File: src/slp_defines.svh
`ifndef SLP_DEFINES_SVH
`define SLP_DEFINES_SVH

// ************************************************************
// register word indexes, byte address is four times the index
// ************************************************************
`define SLP_IDX_GP_CTRL 6'h00
`define SLP_IDX_GP_DATA 6'h01
`define SLP_IDX_STRAP 6'h02
`define SLP_IDX_PHY 6'h03
`define SLP_IDX_IRQ_STAT 6'h04
`define SLP_IDX_IRQ_MASK 6'h05

// ************************************************************
// field layout and reset values
// ************************************************************
`define SLP_GP_W 7
`define SLP_GP_DIR_FORCED 7'h71
`define SLP_GP_DIR_RST 7'h71
`define SLP_GP_OUT_RST 7'h01
`define SLP_IRQ_W 3
`define SLP_IRQ_WAKE 0
`define SLP_IRQ_LINK 1
`define SLP_IRQ_MODE 2
`define SLP_OP_NORMAL 4'h3
`define SLP_LED_SPEED 0
`define SLP_LED_DUPLEX 1
`define SLP_LED_LINK 2

// ************************************************************
// timing
// ************************************************************
`define SLP_CLK_PERIOD_NS 4
`define SLP_READY_TIME_NS 5000
`define SLP_READY_CYC ((`SLP_READY_TIME_NS + `SLP_CLK_PERIOD_NS - 1) / `SLP_CLK_PERIOD_NS)
`define SLP_MCLK_KHZ 250000
`define SLP_AUX_KHZ 20000

`endif

File: src/slp_pkg.sv
package slp_pkg;

    // memory access width picked by the straps
    typedef enum logic [1:0] {
        slp_w16 = 2'b00,
        slp_w32 = 2'b01,
        slp_w8 = 2'b10,
        slp_wres = 2'b11
    } slp_width_e;

    // strap capture, ready wait, run
    typedef enum logic [1:0] {
        slp_st_capture = 2'b00,
        slp_st_wait = 2'b01,
        slp_st_ready = 2'b10
    } slp_state_e;

    // internal PHY status and events
    typedef struct packed {
        logic link;
        logic speed100;
        logic full_duplex;
        logic crs;
        logic wake_event;
    } slp_phy_s;

    // wake strap is the high bit, eeprom data out the low bit
    function automatic slp_width_e slp_decode_width(input logic wake,
                                                    input logic eeprom_data_out);
        return slp_width_e'({wake, eeprom_data_out});
    endfunction

endpackage

File: src/slp_aux_clk_gen.sv
`timescale 1ns/1ns
`include "slp_defines.svh"

module slp_aux_clk_gen #(
    parameter int MCLK_KHZ = `SLP_MCLK_KHZ,
    parameter int AUX_KHZ = `SLP_AUX_KHZ
) (
    input wire logic mclk,
    input wire logic rst_n,
    output logic clk_o
);

    // ************************************************************
    // phase accumulator, toggles at twice the aux rate on average
    // ************************************************************
    localparam int AW = $clog2(MCLK_KHZ + 2 * AUX_KHZ + 1);
    localparam logic [AW-1:0] STEP = AW'(2 * AUX_KHZ);
    localparam logic [AW-1:0] WRAP = AW'(MCLK_KHZ);

    logic [AW-1:0] acc_ff;
    logic [AW-1:0] nxt_acc;
    logic [AW-1:0] sum;
    logic wrap_hit;
    logic [3:0] gap_ff;

    assign sum = acc_ff + STEP;
    assign wrap_hit = (sum >= WRAP);
    assign nxt_acc = wrap_hit ? sum - WRAP : sum;

    // accumulator and output toggle
    always_ff @(posedge mclk or negedge rst_n)
    begin
        if (!rst_n)
        begin
            acc_ff <= '0;
            clk_o <= 1'b0;
        end
        else
        begin
            acc_ff <= nxt_acc;
            clk_o <= clk_o ^ wrap_hit;
        end
    end

    // cycles since the last toggle, for checking only
    always_ff @(posedge mclk or negedge rst_n)
    begin
        if (!rst_n)
            gap_ff <= 4'h0;
        else
            gap_ff <= wrap_hit ? 4'h0 : gap_ff + 4'h1;
    end
endmodule // slp_aux_clk_gen

File: src/slp_misc_pins.sv
`timescale 1ns/1ns
`include "slp_defines.svh"

module slp_misc_pins #(
    parameter int READY_CYC = `SLP_READY_CYC
) (
    input wire logic mclk,
    input wire logic rst_n,
    input wire logic wb_cyc_i,
    input wire logic wb_stb_i,
    input wire logic wb_we_i,
    input wire logic [7:0] wb_adr_i,
    input wire logic [3:0] wb_sel_i,
    input wire logic [31:0] wb_dat_i,
    output logic [31:0] wb_dat_o,
    output logic wb_ack_o,
    input wire slp_pkg::slp_phy_s phy_i,
    input wire logic [3:0] operation_mode_straps,
    input wire logic clock_source_select,
    input wire logic eeprom_data_out_d,
    input wire logic eeprom_select_d,
    input wire logic wake_i,
    output logic wake_o,
    output logic wake_oe_n,
    input wire logic eeprom_data_out_i,
    output logic eeprom_data_out_o,
    output logic eeprom_data_out_oe_n,
    input wire logic eeprom_select_i,
    output logic eeprom_select_o,
    output logic eeprom_select_oe_n,
    input wire logic link_status_i,
    output logic link_status_o,
    output logic link_status_oe_n,
    output logic aux_clock_out_o,
    output logic aux_clock_out_oe_n,
    output logic sys_clk_from_aux,
    input wire logic [6:0] general_pins_i,
    output logic [6:0] general_pins_o,
    output logic [6:0] general_pins_oe_n,
    output logic [2:0] led_o,
    output logic [2:0] led_oe_n,
    output slp_pkg::slp_width_e mem_width,
    output logic led_mode,
    output logic rev_mii,
    output logic ready_o,
    output logic irq_o
);

    // ************************************************************
    // declarations
    // ************************************************************
    localparam int CW = $clog2(READY_CYC + 1);
    localparam logic [CW-1:0] CNT_LAST = CW'(READY_CYC - 1);

    slp_pkg::slp_state_e state_ff, nxt_state;
    logic [CW-1:0] cnt_ff, nxt_cnt;
    logic [3:0] op_mode_ff;
    logic [6:0] gp_dir_ff, gp_out_ff, nxt_gp_dir, nxt_gp_out;
    logic [2:0] irq_stat_ff, irq_mask_ff, nxt_irq_stat, irq_ev, led_on;
    logic link_q_ff, speed_q_ff, duplex_q_ff, aux_clk, capture;
    logic wb_req, wb_wr, wb_rd;
    logic [5:0] wb_idx;
    logic hit_gp_ctrl, hit_gp_data, hit_strap, hit_phy, hit_stat, hit_mask;
    logic [31:0] rd_mux, strap_word, phy_word;

    // ************************************************************
    // aux clock generator
    // ************************************************************
    slp_aux_clk_gen u_aux_clk (
        .mclk(mclk),
        .rst_n(rst_n),
        .clk_o(aux_clk)
    );

    // ************************************************************
    // reset sequencing and strap capture
    // ************************************************************
    // first cycle after release captures, then wait for ready time
    assign capture = (state_ff == slp_pkg::slp_st_capture);
    always_comb
    begin
        nxt_state = state_ff;
        nxt_cnt = cnt_ff;
        case (state_ff)
            slp_pkg::slp_st_capture:
            begin
                nxt_state = slp_pkg::slp_st_wait;
                nxt_cnt = '0;
            end
            slp_pkg::slp_st_wait:
            begin
                nxt_cnt = cnt_ff + CW'(1);
                if (cnt_ff == CNT_LAST)
                    nxt_state = slp_pkg::slp_st_ready;
            end
            slp_pkg::slp_st_ready:
                nxt_state = slp_pkg::slp_st_ready;
            default:
                nxt_state = slp_pkg::slp_st_capture;
        endcase
    end

    // state, counter and ready flag
    always_ff @(posedge mclk or negedge rst_n)
    begin
        if (!rst_n)
        begin
            state_ff <= slp_pkg::slp_st_capture;
            cnt_ff <= '0;
            ready_o <= 1'b0;
        end
        else
        begin
            state_ff <= nxt_state;
            cnt_ff <= nxt_cnt;
            ready_o <= (nxt_state == slp_pkg::slp_st_ready);
        end
    end

    // strap latches, loaded once while the pins still float
    always_ff @(posedge mclk or negedge rst_n)
    begin
        if (!rst_n)
        begin
            mem_width <= slp_pkg::slp_w16;
            led_mode <= 1'b0;
            rev_mii <= 1'b0;
            op_mode_ff <= 4'h0;
        end
        else if (capture)
        begin
            mem_width <= slp_pkg::slp_decode_width(wake_i,
                                                   eeprom_data_out_i);
            led_mode <= eeprom_select_i;
            rev_mii <= link_status_i;
            op_mode_ff <= operation_mode_straps;
        end
    end

    // ************************************************************
    // strap pins, aux clock pin and clock source
    // ************************************************************
    // straps float in reset and capture, aux pin floats as clock input
    always_ff @(posedge mclk or negedge rst_n)
    begin
        if (!rst_n)
        begin
            wake_oe_n <= 1'b1;
            eeprom_data_out_oe_n <= 1'b1;
            eeprom_select_oe_n <= 1'b1;
            link_status_oe_n <= 1'b1;
            wake_o <= 1'b0;
            eeprom_data_out_o <= 1'b0;
            eeprom_select_o <= 1'b0;
            link_status_o <= 1'b0;
            aux_clock_out_o <= 1'b0;
            aux_clock_out_oe_n <= 1'b1;
            sys_clk_from_aux <= 1'b0;
        end
        else
        begin
            wake_oe_n <= capture;
            eeprom_data_out_oe_n <= capture;
            eeprom_select_oe_n <= capture;
            link_status_oe_n <= capture;
            wake_o <= nxt_irq_stat[`SLP_IRQ_WAKE];
            eeprom_data_out_o <= eeprom_data_out_d;
            eeprom_select_o <= eeprom_select_d;
            link_status_o <= phy_i.link;
            aux_clock_out_o <= aux_clk;
            aux_clock_out_oe_n <= clock_source_select;
            sys_clk_from_aux <= clock_source_select;
        end
    end

    // ************************************************************
    // LEDs, open drain, low when lit
    // ************************************************************
    assign led_on[`SLP_LED_SPEED] = phy_i.speed100;
    assign led_on[`SLP_LED_DUPLEX] = led_mode ? phy_i.full_duplex
                                              : !phy_i.speed100;
    assign led_on[`SLP_LED_LINK] = led_mode ? (phy_i.link & !phy_i.crs)
                                            : phy_i.crs;

    // float when unlit, value pin stays low
    always_ff @(posedge mclk or negedge rst_n)
    begin
        if (!rst_n)
        begin
            led_oe_n <= 3'h7;
            led_o <= 3'h0;
        end
        else
        begin
            led_oe_n <= ~led_on;
            led_o <= 3'h0;
        end
    end

    // ************************************************************
    // register bus decode
    // ************************************************************
    assign wb_req = wb_cyc_i & wb_stb_i & ~wb_ack_o;
    assign wb_wr = wb_req & wb_we_i & wb_sel_i[0];
    assign wb_rd = wb_req & ~wb_we_i;
    assign wb_idx = wb_adr_i[7:2];
    assign hit_gp_ctrl = (wb_idx == `SLP_IDX_GP_CTRL);
    assign hit_gp_data = (wb_idx == `SLP_IDX_GP_DATA);
    assign hit_strap = (wb_idx == `SLP_IDX_STRAP);
    assign hit_phy = (wb_idx == `SLP_IDX_PHY);
    assign hit_stat = (wb_idx == `SLP_IDX_IRQ_STAT);
    assign hit_mask = (wb_idx == `SLP_IDX_IRQ_MASK);

    // read words of status registers
    assign strap_word = {22'h0, sys_clk_from_aux,
                         (op_mode_ff == `SLP_OP_NORMAL), op_mode_ff,
                         rev_mii, led_mode, mem_width};
    assign phy_word = {27'h0, ready_o, phy_i.crs, phy_i.full_duplex,
                       phy_i.speed100, phy_i.link};

    // read mux, unmapped words read zero
    assign rd_mux = hit_gp_ctrl ? {25'h0, gp_dir_ff} :
                    hit_gp_data ? {25'h0, general_pins_i} :
                    hit_strap ? strap_word :
                    hit_phy ? phy_word :
                    hit_stat ? {29'h0, irq_stat_ff} :
                    hit_mask ? {29'h0, irq_mask_ff} : 32'h0;

    // one wait-free answer per request
    always_ff @(posedge mclk or negedge rst_n)
    begin
        if (!rst_n)
        begin
            wb_ack_o <= 1'b0;
            wb_dat_o <= 32'h0;
        end
        else
        begin
            wb_ack_o <= wb_req;
            wb_dat_o <= wb_rd ? rd_mux : 32'h0;
        end
    end

    // ************************************************************
    // general pins
    // ************************************************************
    // pins 0 and 4-6 stay outputs whatever is written
    assign nxt_gp_dir = (wb_wr & hit_gp_ctrl)
                        ? (wb_dat_i[6:0] | `SLP_GP_DIR_FORCED)
                        : gp_dir_ff;
    assign nxt_gp_out = (wb_wr & hit_gp_data) ? wb_dat_i[6:0] : gp_out_ff;

    // control and data registers, pin drive
    always_ff @(posedge mclk or negedge rst_n)
    begin
        if (!rst_n)
        begin
            gp_dir_ff <= `SLP_GP_DIR_RST;
            gp_out_ff <= `SLP_GP_OUT_RST;
            general_pins_oe_n <= ~`SLP_GP_DIR_RST;
            general_pins_o <= `SLP_GP_OUT_RST;
        end
        else
        begin
            gp_dir_ff <= nxt_gp_dir;
            gp_out_ff <= nxt_gp_out;
            general_pins_oe_n <= ~nxt_gp_dir;
            general_pins_o <= nxt_gp_out;
        end
    end

    // ************************************************************
    // interrupts
    // ************************************************************
    assign irq_ev[`SLP_IRQ_WAKE] = phy_i.wake_event;
    assign irq_ev[`SLP_IRQ_LINK] = phy_i.link ^ link_q_ff;
    assign irq_ev[`SLP_IRQ_MODE] = (phy_i.speed100 ^ speed_q_ff)
                                 | (phy_i.full_duplex ^ duplex_q_ff);

    // read clears, a new event in the same cycle wins
    assign nxt_irq_stat = (irq_stat_ff & ~{3{wb_rd & hit_stat}}) | irq_ev;

    // sticky status, mask and interrupt level
    always_ff @(posedge mclk or negedge rst_n)
    begin
        if (!rst_n)
        begin
            irq_stat_ff <= 3'h0;
            irq_mask_ff <= 3'h0;
            irq_o <= 1'b0;
            link_q_ff <= 1'b0;
            speed_q_ff <= 1'b0;
            duplex_q_ff <= 1'b0;
        end
        else
        begin
            irq_stat_ff <= nxt_irq_stat;
            if (wb_wr & hit_mask)
                irq_mask_ff <= wb_dat_i[2:0];
            irq_o <= |(nxt_irq_stat & irq_mask_ff);
            link_q_ff <= phy_i.link;
            speed_q_ff <= phy_i.speed100;
            duplex_q_ff <= phy_i.full_duplex;
        end
    end
endmodule // slp_misc_pins

File: config.mk
export PLATFORM = sky130hd
export DESIGN_NAME = slp_misc_pins
export DESIGN_NICKNAME = d
export VERILOG_FILES = /design/src/slp_pkg.sv /design/src/slp_aux_clk_gen.sv /design/src/slp_misc_pins.sv
export VERILOG_INCLUDE_DIRS = /design/src
export SDC_FILE = /design/constraint.sdc
export NUM_CORES = 1
export LEC_CHECK = 0
export BUFFER_PORTS_ARGS = -buffer_cell sky130_fd_sc_hd__buf_2
export CAP_MARGIN = 0
export CORE_MARGIN = 1.5
export CORE_UTILIZATION = 35
export CTS_CLUSTER_DIAMETER = 150
export DETAILED_ROUTE_END_ITERATION = 7
export GPL_ROUTABILITY_DRIVEN = 0
export PLACE_DENSITY_LB_ADDON = 0.3
export SYNTH_ARGS = -nofsm -noshare
export SYNTH_HDL_FRONTEND = slang
export SYNTH_HIERARCHICAL = 1
export SYNTH_SLANG_ARGS = --single-unit
File: constraint.sdc
create_clock -name mclk -period 5.99 [get_ports mclk]
set_input_delay 0.599 -clock mclk [delete_from_list [all_inputs] [get_ports mclk]]
set_output_delay 0.599 -clock mclk [all_outputs]
set_load 0.03 [all_outputs]
==> results.json, run 1 <==
{
  "clk_pin_slew_ps": 70,
  "clockBufferDepth": 2,
  "remaining_drc_errors": 0,
  "synth.avg_cell_area_um2": 10.99,
  "fmax_ghz": 0.3309,
  "io_buffers": 86,
  "end_kind": "register",
  "drv_cap": 0,
  "grt_use_total": 0.1474,
  "comb_power_share": 0.082,
  "synthCells": 415,
  "p_switching_w": 0.0003348,
  "slew_headroom": 0.4729,
  "die_y_um": 117.2,
  "dpl.hpwl_um": 6749,
  "r2r-start": "u_aux_clk/acc_ff[6]",
  "cellLeakagePower_nw": 2.460,
  "crit_type": "reg -> reg",
  "hold_slack_ps": 215.0,
  "hold_buffers": 0,
  "dr.pass1.iters": 4,
  "ys.warnings.count": 6,
  "initial_utilization": 0.3599,
  "yosys-top-cells-count": "dfrtp_1 (76), nor2_1 (29), buf_4 (28)",
  "synth_area_um2": 4561,
  "async_reset_ff_frac": 1.000,
  "grt_first_pass_wirelength_um": 15240,
  "yosysMostFrequentCell": "dfrtp_1",
  "vias": 3207,
  "hold_class": "in -> async",
  "wire_per_inst_um": 13.94,
  "cts_setup_buffers": 0,
  "yosys.area.top_type_share": 0.4170,
  "ant_nets": 0,
  "drt-initial-drc-count": 179,
  "finalSetupTns_ps": 0,
  "required_ps": 6220,
  "grt_max_degree": 52,
  "slew_viol_final": 0,
  "synth_edf_count": 0,
  "ys.flop_type": "dfrtp_1",
  "period_share": 0.5045,
  "cts-root-buf": "clkbuf_16",
  "n_fill_cell": 1239,
  "diodes": 0,
  "setup_viol": 0,
  "crit_fanout": 14,
  "worst_pin_slew_ps": 784.7,
  "cts.sinks": 89,
  "area_growth_pct": 16.76,
  "antenna_found_initial": 0,
  "swShare": 0.2547,
  "ys_seq_elements": 89,
  "p_int_w": 0.0009796,
  "cts_tree": "yes",
  "utilization": 0.4203,
  "die_w_um": 117.2,
  "post-route-min-period_ps": 3022,
  "hold_violations": 0,
  "htreeDepth": 3,
  "grt_setup_unrepaired": "false",
  "reg2reg_depth": 8,
  "rrSetupSlack_ps": 2970,
  "power_w": 0.001314,
  "synth_top_area_cell": "dfrtp_1",
  "pwr-share-clk": 0.444,
  "yosysSeqAreaShare": 0.4919,
  "drive_gt1_frac": 0.2696,
  "core_area_um2": 12670,
  "dieArea_um2": 13720,
  "clock_latency_ps": 350,
  "rows": 41,
  "start_kind": "register",
  "synthTopCellsByArea": "dfrtp_1 (42%), dfstp_2 (7.5%), mux2_1 (4.7%)",
  "ir_drop_mv": 0.1068,
  "wl_um": 9325,
  "r2r_end": "u_aux_clk/acc_ff[16]",
  "ys_types": 63,
  "cts-resized-gates": 0,
  "final.setup_skew_ps": 7.690,
  "critPathArrivalTime_ps": 3260,
  "vias_per_cell": 4.794,
  "pwr-share-seq": 0.474,
  "finalNetCount": 571,
  "status": "finished, final reports clean",
  "grt_pass1_vias": 3096,
  "overflow": 0,
  "num_io_pins": 142,
  "powerDensity_nw_per_um2": 246.8,
  "cts_buffers": 9
}
-- how the worst max path moves through the flow --
stage | start | end | slack [ps] | cells after the start
after floorplan | u_aux_clk/acc_ff[7] | u_aux_clk/acc_ff[11] | 3680 | 9
after global placement | u_aux_clk/acc_ff[6] | u_aux_clk/acc_ff[16] | 3050 | 8
after detailed placement | u_aux_clk/acc_ff[6] | u_aux_clk/acc_ff[16] | 3000 | 8
after CTS | u_aux_clk/acc_ff[6] | u_aux_clk/acc_ff[16] | 2990 | 8
after global routing | u_aux_clk/acc_ff[6] | u_aux_clk/acc_ff[8] | 2740 | 8
final | u_aux_clk/acc_ff[6] | u_aux_clk/acc_ff[16] | 2970 | 8
-- area by class of cell --
cell class              instances  area [um2]  area share
inverters                      14       52.55    0.009868
repair buffers                 88       447.9     0.08412
clock buffers                   9       225.2     0.04229
flip-flops and latches         89        2243      0.4213
well taps                     172       215.2     0.04041
clock inverters                 7       87.58     0.01645
multi-input cells             290        2053      0.3856
-- stage by stage --
stage                     cell area [um2]  cells  worst slack (ps)
after floorplan                      4651    439              3681
after global placement               5012    653              3048
after detailed placement             5012    653              3002
after CTS                            5325    669              2988
after global routing                 5325    669              2738
final                                5325    669              2968
-- power groups by stage --
stage | Clock, W | Combinational, W | Sequential (W)
CTS | 0.000609 | 0.000110 | 0.000623
global placement | 0 | 0.000109 | 0.000634
finish | 0.000584 | 0.000108 | 0.000623
floorplan | 0 | 0.0000618 | 0.000650
global route | 0.000633 | 0.000119 | 0.000624
detailed placement | 0 | 0.000109 | 0.000635
-- critical path, cell delays in order, from the launching register on --
cell,delay [ps]
dfrtp_1,580
ha_1,320
nand3_1,390
a211oi_2,320
o211ai_1,170
o311a_1,410
a21oi_4,420
nor3_1,150
xnor2_1,150
-- placed cells by master, fill, tap and decap left out, types with 8 or more instances in the layout --
| master | Yosys | final |
|---|---|---|
| a21oi_1 | 17 | 17 |
| a22o_1 | 8 | 8 |
| buf_2 | 7 | 85 |
| clkbuf_16 | 0 | 9 |
| conb_1 | 1 | 25 |
| dfrtp_1 | 76 | 76 |
| dfstp_2 | 13 | 13 |
| inv_1 | 14 | 14 |
| mux2_1 | 19 | 19 |
| mux2i_1 | 11 | 11 |
| nand2_1 | 22 | 22 |
| nor2_1 | 29 | 29 |
| nor3_1 | 9 | 9 |
| xnor2_1 | 23 | 23 |
| xor2_1 | 9 | 9 |
-- flip-flops by register name, indices dropped and copies added (netlist names), 2 cells and up --
name               flops
op_mode_ff             4
u_aux_clk/acc_ff      15
gp_out_ff              7
irq_stat_ff            3
cnt_ff                11
wb_dat_o              10
gp_dir_ff              7
led_oe_n               3
general_pins_oe_n      7
mem_width              2
irq_mask_ff            3
state_ff               2
-- routing by layer --
layer	vias up	routed length (um)	GRT usage
met2	103	4359	0.2275
li1	1542	-	-
met1	1549	4223	0.1913
met5	-	0	0
met3	13	593	0.04068
met4	0	148	0.07229
-- cell families (layout without fill, tap and decap cells) --
family / after synthesis / count (layout) / share of synthesized area
flops: 89 / 89 / 0.4919
xor+xnor: 32 / 32 / 0.06145
fa+ha+maj: 7 / 7 / 0.01920
other cells: 1 / 25 / 0.0008223
mux: 34 / 34 / 0.08587
simple gates: 129 / 129 / 0.1649
buf+inv: 60 / 118 / 0.07764
compound gates: 63 / 63 / 0.09822
No activity file was read; power rests on OpenSTA's default activity.
==> inputs of run 2 (changes only) <==
--- a/config.mk
+++ b/config.mk
@@ -6,6 +6,7 @@
 export SDC_FILE = /design/constraint.sdc
 export NUM_CORES = 1
 export LEC_CHECK = 0
+export ABC_AREA = 1
 export BUFFER_PORTS_ARGS = -buffer_cell sky130_fd_sc_hd__buf_2
 export CAP_MARGIN = 0
 export CORE_MARGIN = 1.5
==> constraint.sdc (replaced) <==
create_clock -name mclk -period 2.82 [get_ports mclk]
set_input_delay 0.282 -clock mclk [delete_from_list [all_inputs] [get_ports mclk]]
set_output_delay 0.282 -clock mclk [all_outputs]
set_load 0.03 [all_outputs]
==> run 2 against run 1 <==
Compared with the run above:
- routed wire length rose by 13%
- cell area up 5.4%
- largest power group unchanged
- via count is 21% higher
- critical path depth rose by 3
- highest routed layer unchanged
- clock skew hardly changed
- critical path type unchanged
- largest cell class unchanged
==> results.json, run 2 <==
{
  "status": "finished, final reports clean",
  "multi_input_area_um2": 2095,
  "critPathArrivalTime_ps": 2770,
  "ff_latch_area_um2": 2243,
  "ir_drop_mv": 0.3965,
  "powerDensity_nw_per_um2": 485.3,
  "cts.sinks": 89,
  "mostFrequentLayoutCells": "nand2_1 (132), buf_2 (85), dfrtp_1 (76), inv_1 (71), nand3_1 (41)",
  "hold_start": "clock_source_select",
  "worst_pin_slew_ps": 626.6,
  "hold_class": "in -> reg",
  "period_share": 0.8964,
  "die_w_um": 120.5,
  "final_common_cell": "nand2_1",
  "p_int_w": 0.001984,
  "clockBufferDepth": 2,
  "grt_setup_unrepaired": "false",
  "yosys.area.top_type_share": 0.3935,
  "ant_nets": 0,
  "wl_um": 10520,
  "r2r-start": "u_aux_clk/acc_ff[6]",
  "synth.avg_cell_area_um2": 8.495,
  "post-route-min-period_ps": 2528,
  "swShare": 0.2718,
  "crit_type": "reg -> reg",
  "pwr-share-clk": 0.436,
  "yosys-top-cells-count": "nand2_1 (132), dfrtp_1 (76), inv_1 (71)",
  "htreeDepth": 3,
  "synthTopCellsByArea": "dfrtp_1 (39%), nand2_1 (10%), dfstp_2 (7.1%)",
  "drive_gt1_frac": 0.2689,
  "grt_max_degree": 51,
  "top_regs": "u_aux_clk/acc_ff: 15 flops, cnt_ff: 11 flops, wb_dat_o: 10 flops",
  "start_kind": "register",
  "die_y_um": 120.5,
  "required_ps": 3060,
  "grt_use_total": 0.1521,
  "grt_pass1_vias": 3744,
  "largest_reg_flops": 15,
  "pwr-share-seq": 0.485,
  "dr.pass1.iters": 4,
  "rows": 42,
  "slew_headroom": 0.5823,
  "fmax_ghz": 0.3956,
  "hold_slack_ps": 32.75,
  "drv_cap": 0,
  "overflow": 0,
  "diodes": 0,
  "antenna_found_initial": 0,
  "cts_setup_buffers": 0,
  "yosysMostFrequentCell": "nand2_1",
  "cts-root-buf": "clkbuf_16",
  "top_register": "u_aux_clk/acc_ff",
  "area_growth_pct": 16.15,
  "grt_first_pass_wirelength_um": 17460,
  "dieArea_um2": 14520,
  "slew_viol_final": 0,
  "synth_top_area_cell": "dfrtp_1",
  "async_reset_ff_frac": 1.000,
  "ys_types": 43,
  "final.setup_skew_ps": 7.870,
  "dp_cells": 821,
  "hold_violations": 0,
  "synth_area_um2": 4833,
  "synthCells": 569,
  "end_kind": "register",
  "n_fill_cell": 1337,
  "finalSetupTns_ps": 0,
  "crit_path_start": "u_aux_clk/acc_ff[6]",
  "vias": 3890,
  "remaining_drc_errors": 0,
  "num_io_pins": 142,
  "cts_buffers": 9,
  "wire_per_inst_um": 12.55,
  "drt-initial-drc-count": 186,
  "ys.flop_type": "dfrtp_1",
  "cts_tree": "yes",
  "p_switching_w": 0.0007406,
  "vias_per_cell": 4.642,
  "core_area_um2": 13350,
  "initial_utilization": 0.3621,
  "dpl.hpwl_um": 7964,
  "setup_viol": 0,
  "clock_latency_ps": 350,
  "layout.cells.non_filler": 838,
  "crit_fanout": 16,
  "ys_seq_elements": 89,
  "ys.warnings.count": 6,
  "cellLeakagePower_nw": 2.974,
  "clk_pin_slew_ps": 70,
  "cts-resized-gates": 0,
  "finalNetCount": 736,
  "yosysSeqAreaShare": 0.4641,
  "synth_edf_count": 0,
  "comb_power_share": 0.079,
  "io_buffers": 86
}
==> run 2: stage by stage <==
step | area [um2] | power, W | util | worst slack [ps]
floorplan | 4923 | 0.001495 | - | 777.8
global placement | 5313 | 0.001561 | 0.3980 | 417.3
detailed placement | 5313 | 0.001563 | 0.3980 | 329.7
CTS | 5614 | 0.002752 | 0.4206 | 309.1
global route | 5614 | 0.002825 | 0.4206 | 101.5
finish | 5614 | 0.002725 | 0.4206 | 292.2
==> run 2: worst paths after layout <==
| check | end | slack, ps | depth (start not counted) |
|---|---|---|---|
| worst min register to register | aux_clock_out_o | 410 | 0 |
| worst min-delay path | aux_clock_out_oe_n | 30 | 1 |
| max in group asynchronous | link_status_oe_n | 1540 | 3 |
| worst max-delay path | u_aux_clk/acc_ff[16] | 290 | 11 |
| worst max register to register | u_aux_clk/acc_ff[16] | 290 | 11 |
| min in group asynchronous | general_pins_oe_n[6] | 480 | 2 |
==> run 2: area by class of cell <==
type / instances / share of cell area
clock buffer: 9 / 0.04012
clock inverter: 7 / 0.01181
inverter: 79 / 0.05327
multi-input combinational: 388 / 0.3731
sequential: 89 / 0.3996
tap: 176 / 0.03922
timing repair buffer: 90 / 0.08291
==> run 2: cells by family after synthesis <==
family,Yosys count,synth area share
xor gates and xnor gates,13,0.02511
DFF,89,0.4641
buffers and inverters,116,0.1212
adders and majority gates,7,0.01812
AOI/OAI and AO/OA,52,0.05877
muxes,5,0.01165
and+or+nand+nor,286,0.3003
other,1,0.0007759
==> run 2: repair_timing <==
| item | in CTS | in global routing |
|---|---|---|
| hold buffers | 1 | 0 |
| endpoints found under the setup margin | 0 | 0 |
| hold endpoints to repair | 39 | 0 |
==> run 2: critical path, stage by stage, from the launching register on <==
cell and delay [ps]:
dfrtp_1 500, ha_1 330, xnor2_2 290, nand2_1 160, nor2_2 170, nand3_2 110
nand2_1 80, nand2_2 100, nand3_4 210, nand3_4 270, nand2_1 150, nand2_1 60
==> run 2: metal layers <==
layer | up-vias | wire, um | global-route usage
li1 | 1952 | - | -
met1 | 1835 | 4756 | 0.1940
met2 | 86 | 5078 | 0.2518
met3 | 17 | 485 | 0.03396
met4 | 0 | 197 | 0.05809
met5 | - | 0 | 0
==> run 2: power groups by stage <==
stage	Combinational, W	Clock (W)	Sequential, W
after global routing	0.000237	0.00126	0.00132
after detailed placement	0.000217	0	0.00135
after CTS	0.000219	0.00121	0.00132
after global placement	0.000216	0	0.00135
final	0.000216	0.00119	0.00132
after floorplan	0.000116	0	0.00138
==> inputs of run 3 (changes only) <==
--- a/config.mk
+++ b/config.mk
@@ -19,3 +19,4 @@
 export SYNTH_HDL_FRONTEND = slang
 export SYNTH_HIERARCHICAL = 1
 export SYNTH_SLANG_ARGS = --single-unit
+export TNS_END_PERCENT = 50
==> constraint.sdc (replaced) <==
create_clock -name mclk -period 2.8 [get_ports mclk]
set_input_delay 0.28 -clock mclk [delete_from_list [all_inputs] [get_ports mclk]]
set_output_delay 0.28 -clock mclk [all_outputs]
set_load 0.03 [all_outputs]
==> run 3 against run 2 <==
Compared with the run above:
- first-iteration DRC count down 3.2%
- worst setup slack better by 15 ps
- total power up 2.3%
- largest power group unchanged
==> results.json, run 3 (synthesized netlist as in run 2, its figures left out) <==
{
  "r2r-start": "u_aux_clk/acc_ff[6]",
  "cellLeakagePower_nw": 2.978,
  "end_kind": "register",
  "overflow": 0,
  "grt_setup_unrepaired": "false",
  "clockBufferDepth": 2,
  "crit_fanout": 16,
  "rows": 42,
  "remaining_drc_errors": 0,
  "r2r_end": "u_aux_clk/acc_ff[16]",
  "dieArea_um2": 14520,
  "htreeDepth": 3,
  "worst_pin_slew_ps": 546.5,
  "slew_headroom": 0.6357,
  "cts.sinks": 89,
  "drive_gt1_frac": 0.2663,
  "finalNetCount": 735,
  "cts_setup_buffers": 0,
  "ant_nets": 0,
  "hold_class": "in -> reg",
  "core_area_um2": 13350,
  "grt_first_pass_wirelength_um": 17600,
  "final_common_cell": "nand2_1",
  "hold_end": "eeprom_select_o",
  "die_y_um": 120.5,
  "powerDensity_nw_per_um2": 494.7,
  "mostFrequentLayoutCells": "nand2_1 (132), buf_2 (85), dfrtp_1 (76), inv_1 (71), nand3_1 (41)",
  "drv_cap": 0,
  "dr.pass1.iters": 4,
  "final.setup_skew_ps": 10.72,
  "period_share": 0.8901,
  "finalSetupTns_ps": 0,
  "crit_type": "reg -> reg",
  "diodes": 0,
  "status": "finished, final reports clean",
  "start_kind": "register",
  "die_w_um": 120.5,
  "n_fill_cell": 1359,
  "holdPathStages": 1,
  "grtUsageMet2": 0.2575,
  "rrSetupSlack_ps": 310,
  "setup_viol": 0,
  "vias": 3874,
  "use_met3": 0.03396,
  "grt_pass1_vias": 3760,
  "wire_per_inst_um": 12.67,
  "dpl.hpwl_um": 8014,
  "critPathArrivalTime_ps": 2720,
  "clock_latency_ps": 350,
  "post-route-min-period_ps": 2492,
  "antenna_found_initial": 0,
  "cts_tree": "yes",
  "busiest_layer": "met2",
  "cts-root-buf": "clkbuf_16",
  "grt.met1_usage": 0.1937,
  "top_regs": "u_aux_clk/acc_ff: 15 flops, cnt_ff: 11 flops, wb_dat_o: 10 flops",
  "fmax_ghz": 0.4012,
  "initial_utilization": 0.3621,
  "drt-initial-drc-count": 180,
  "top_register": "u_aux_clk/acc_ff",
  "clk_pin_slew_ps": 60,
  "required_ps": 3030,
  "hold_start": "eeprom_select_d",
  "reg2reg_depth": 11,
  "power_w": 0.002787,
  "hold_violations": 0,
  "wl_um": 10610,
  "cts_buffers": 9,
  "cts-resized-gates": 0,
  "largest_reg_flops": 15,
  "vias_per_cell": 4.628,
  "ir_drop_mv": 0.3290,
  "io_buffers": 86,
  "slew_viol_final": 0,
  "area_growth_pct": 16.54,
  "num_io_pins": 142,
  "grt_max_degree": 49,
  "grt_use_total": 0.1541
}
==> run 3: where the power goes <==
part / switching (W) / internal (W)
Clock: 0.000513 / 0.000723
Combinational: 0.000164 / 0.0000554
Sequential: 0.0000138 / 0.00132
==> run 3: layer usage <==
metal	part of all wire	up-vias
met4	0.012	0
li1	-	1948
met2	0.51	76
met1	0.44	1842
met5	0	-
met3	0.045	8
==> run 3: worst max-delay path: stages (launching register included) <==
cell	delay (ps)
dfrtp_1	490
ha_1	320
xnor2_2	280
nand2_1	160
nor2_2	160
nand3_2	120
nand2_1	90
nand2_2	90
nand3_4	210
nand3_4	260
nand2_1	140
nand2_1	60
==> run 3: stage by stage <==
step | area, um2 | instances | util | worst slack [ps] | hold slack, ps
final | 5633 | 837 | 0.4220 | 307.7 | 41.40
after global routing | 5633 | 837 | 0.4220 | 90.02 | 29.62
after CTS | 5633 | 837 | 0.4220 | 297.8 | 27.90
after detailed placement | 5318 | 820 | 0.3984 | 318.2 | 305.4
after global placement | 5318 | 820 | 0.3984 | 399.1 | 306.0
after floorplan | 4923 | 593 | - | 757.8 | -15.59
==> run 3: repair_timing <==
| action | in CTS | in global routing |
|---|---|---|
| setup endpoints to repair | 0 | 0 |
| hold endpoints to repair | 34 | 0 |
| hold buffers | 1 | 0 |
==> run 3: layout make-up <==
type	count	area, um2	share of cell area
Sequential cell	89	2243	0.3983
Clock buffer	11	242.7	0.04309
Timing Repair Buffer	89	470.5	0.08352
Clock inverter	5	62.56	0.01111
Inverter	79	299.0	0.05309
Multi-Input combinational cell	388	2095	0.3718
Tap cell	176	220.2	0.03909
==> run 3: how the worst max path moves through the flow <==
stage                              from              endpoint  slack (ps)  cells past startpoint
global route        u_aux_clk/acc_ff[6]  u_aux_clk/acc_ff[16]          90                     11
finish              u_aux_clk/acc_ff[6]  u_aux_clk/acc_ff[16]         310                     11
floorplan           u_aux_clk/acc_ff[6]  u_aux_clk/acc_ff[18]         760                     12
global placement    u_aux_clk/acc_ff[6]  u_aux_clk/acc_ff[16]         400                     11
CTS                 u_aux_clk/acc_ff[6]  u_aux_clk/acc_ff[16]         300                     11
detailed placement  u_aux_clk/acc_ff[6]  u_aux_clk/acc_ff[16]         320                     11
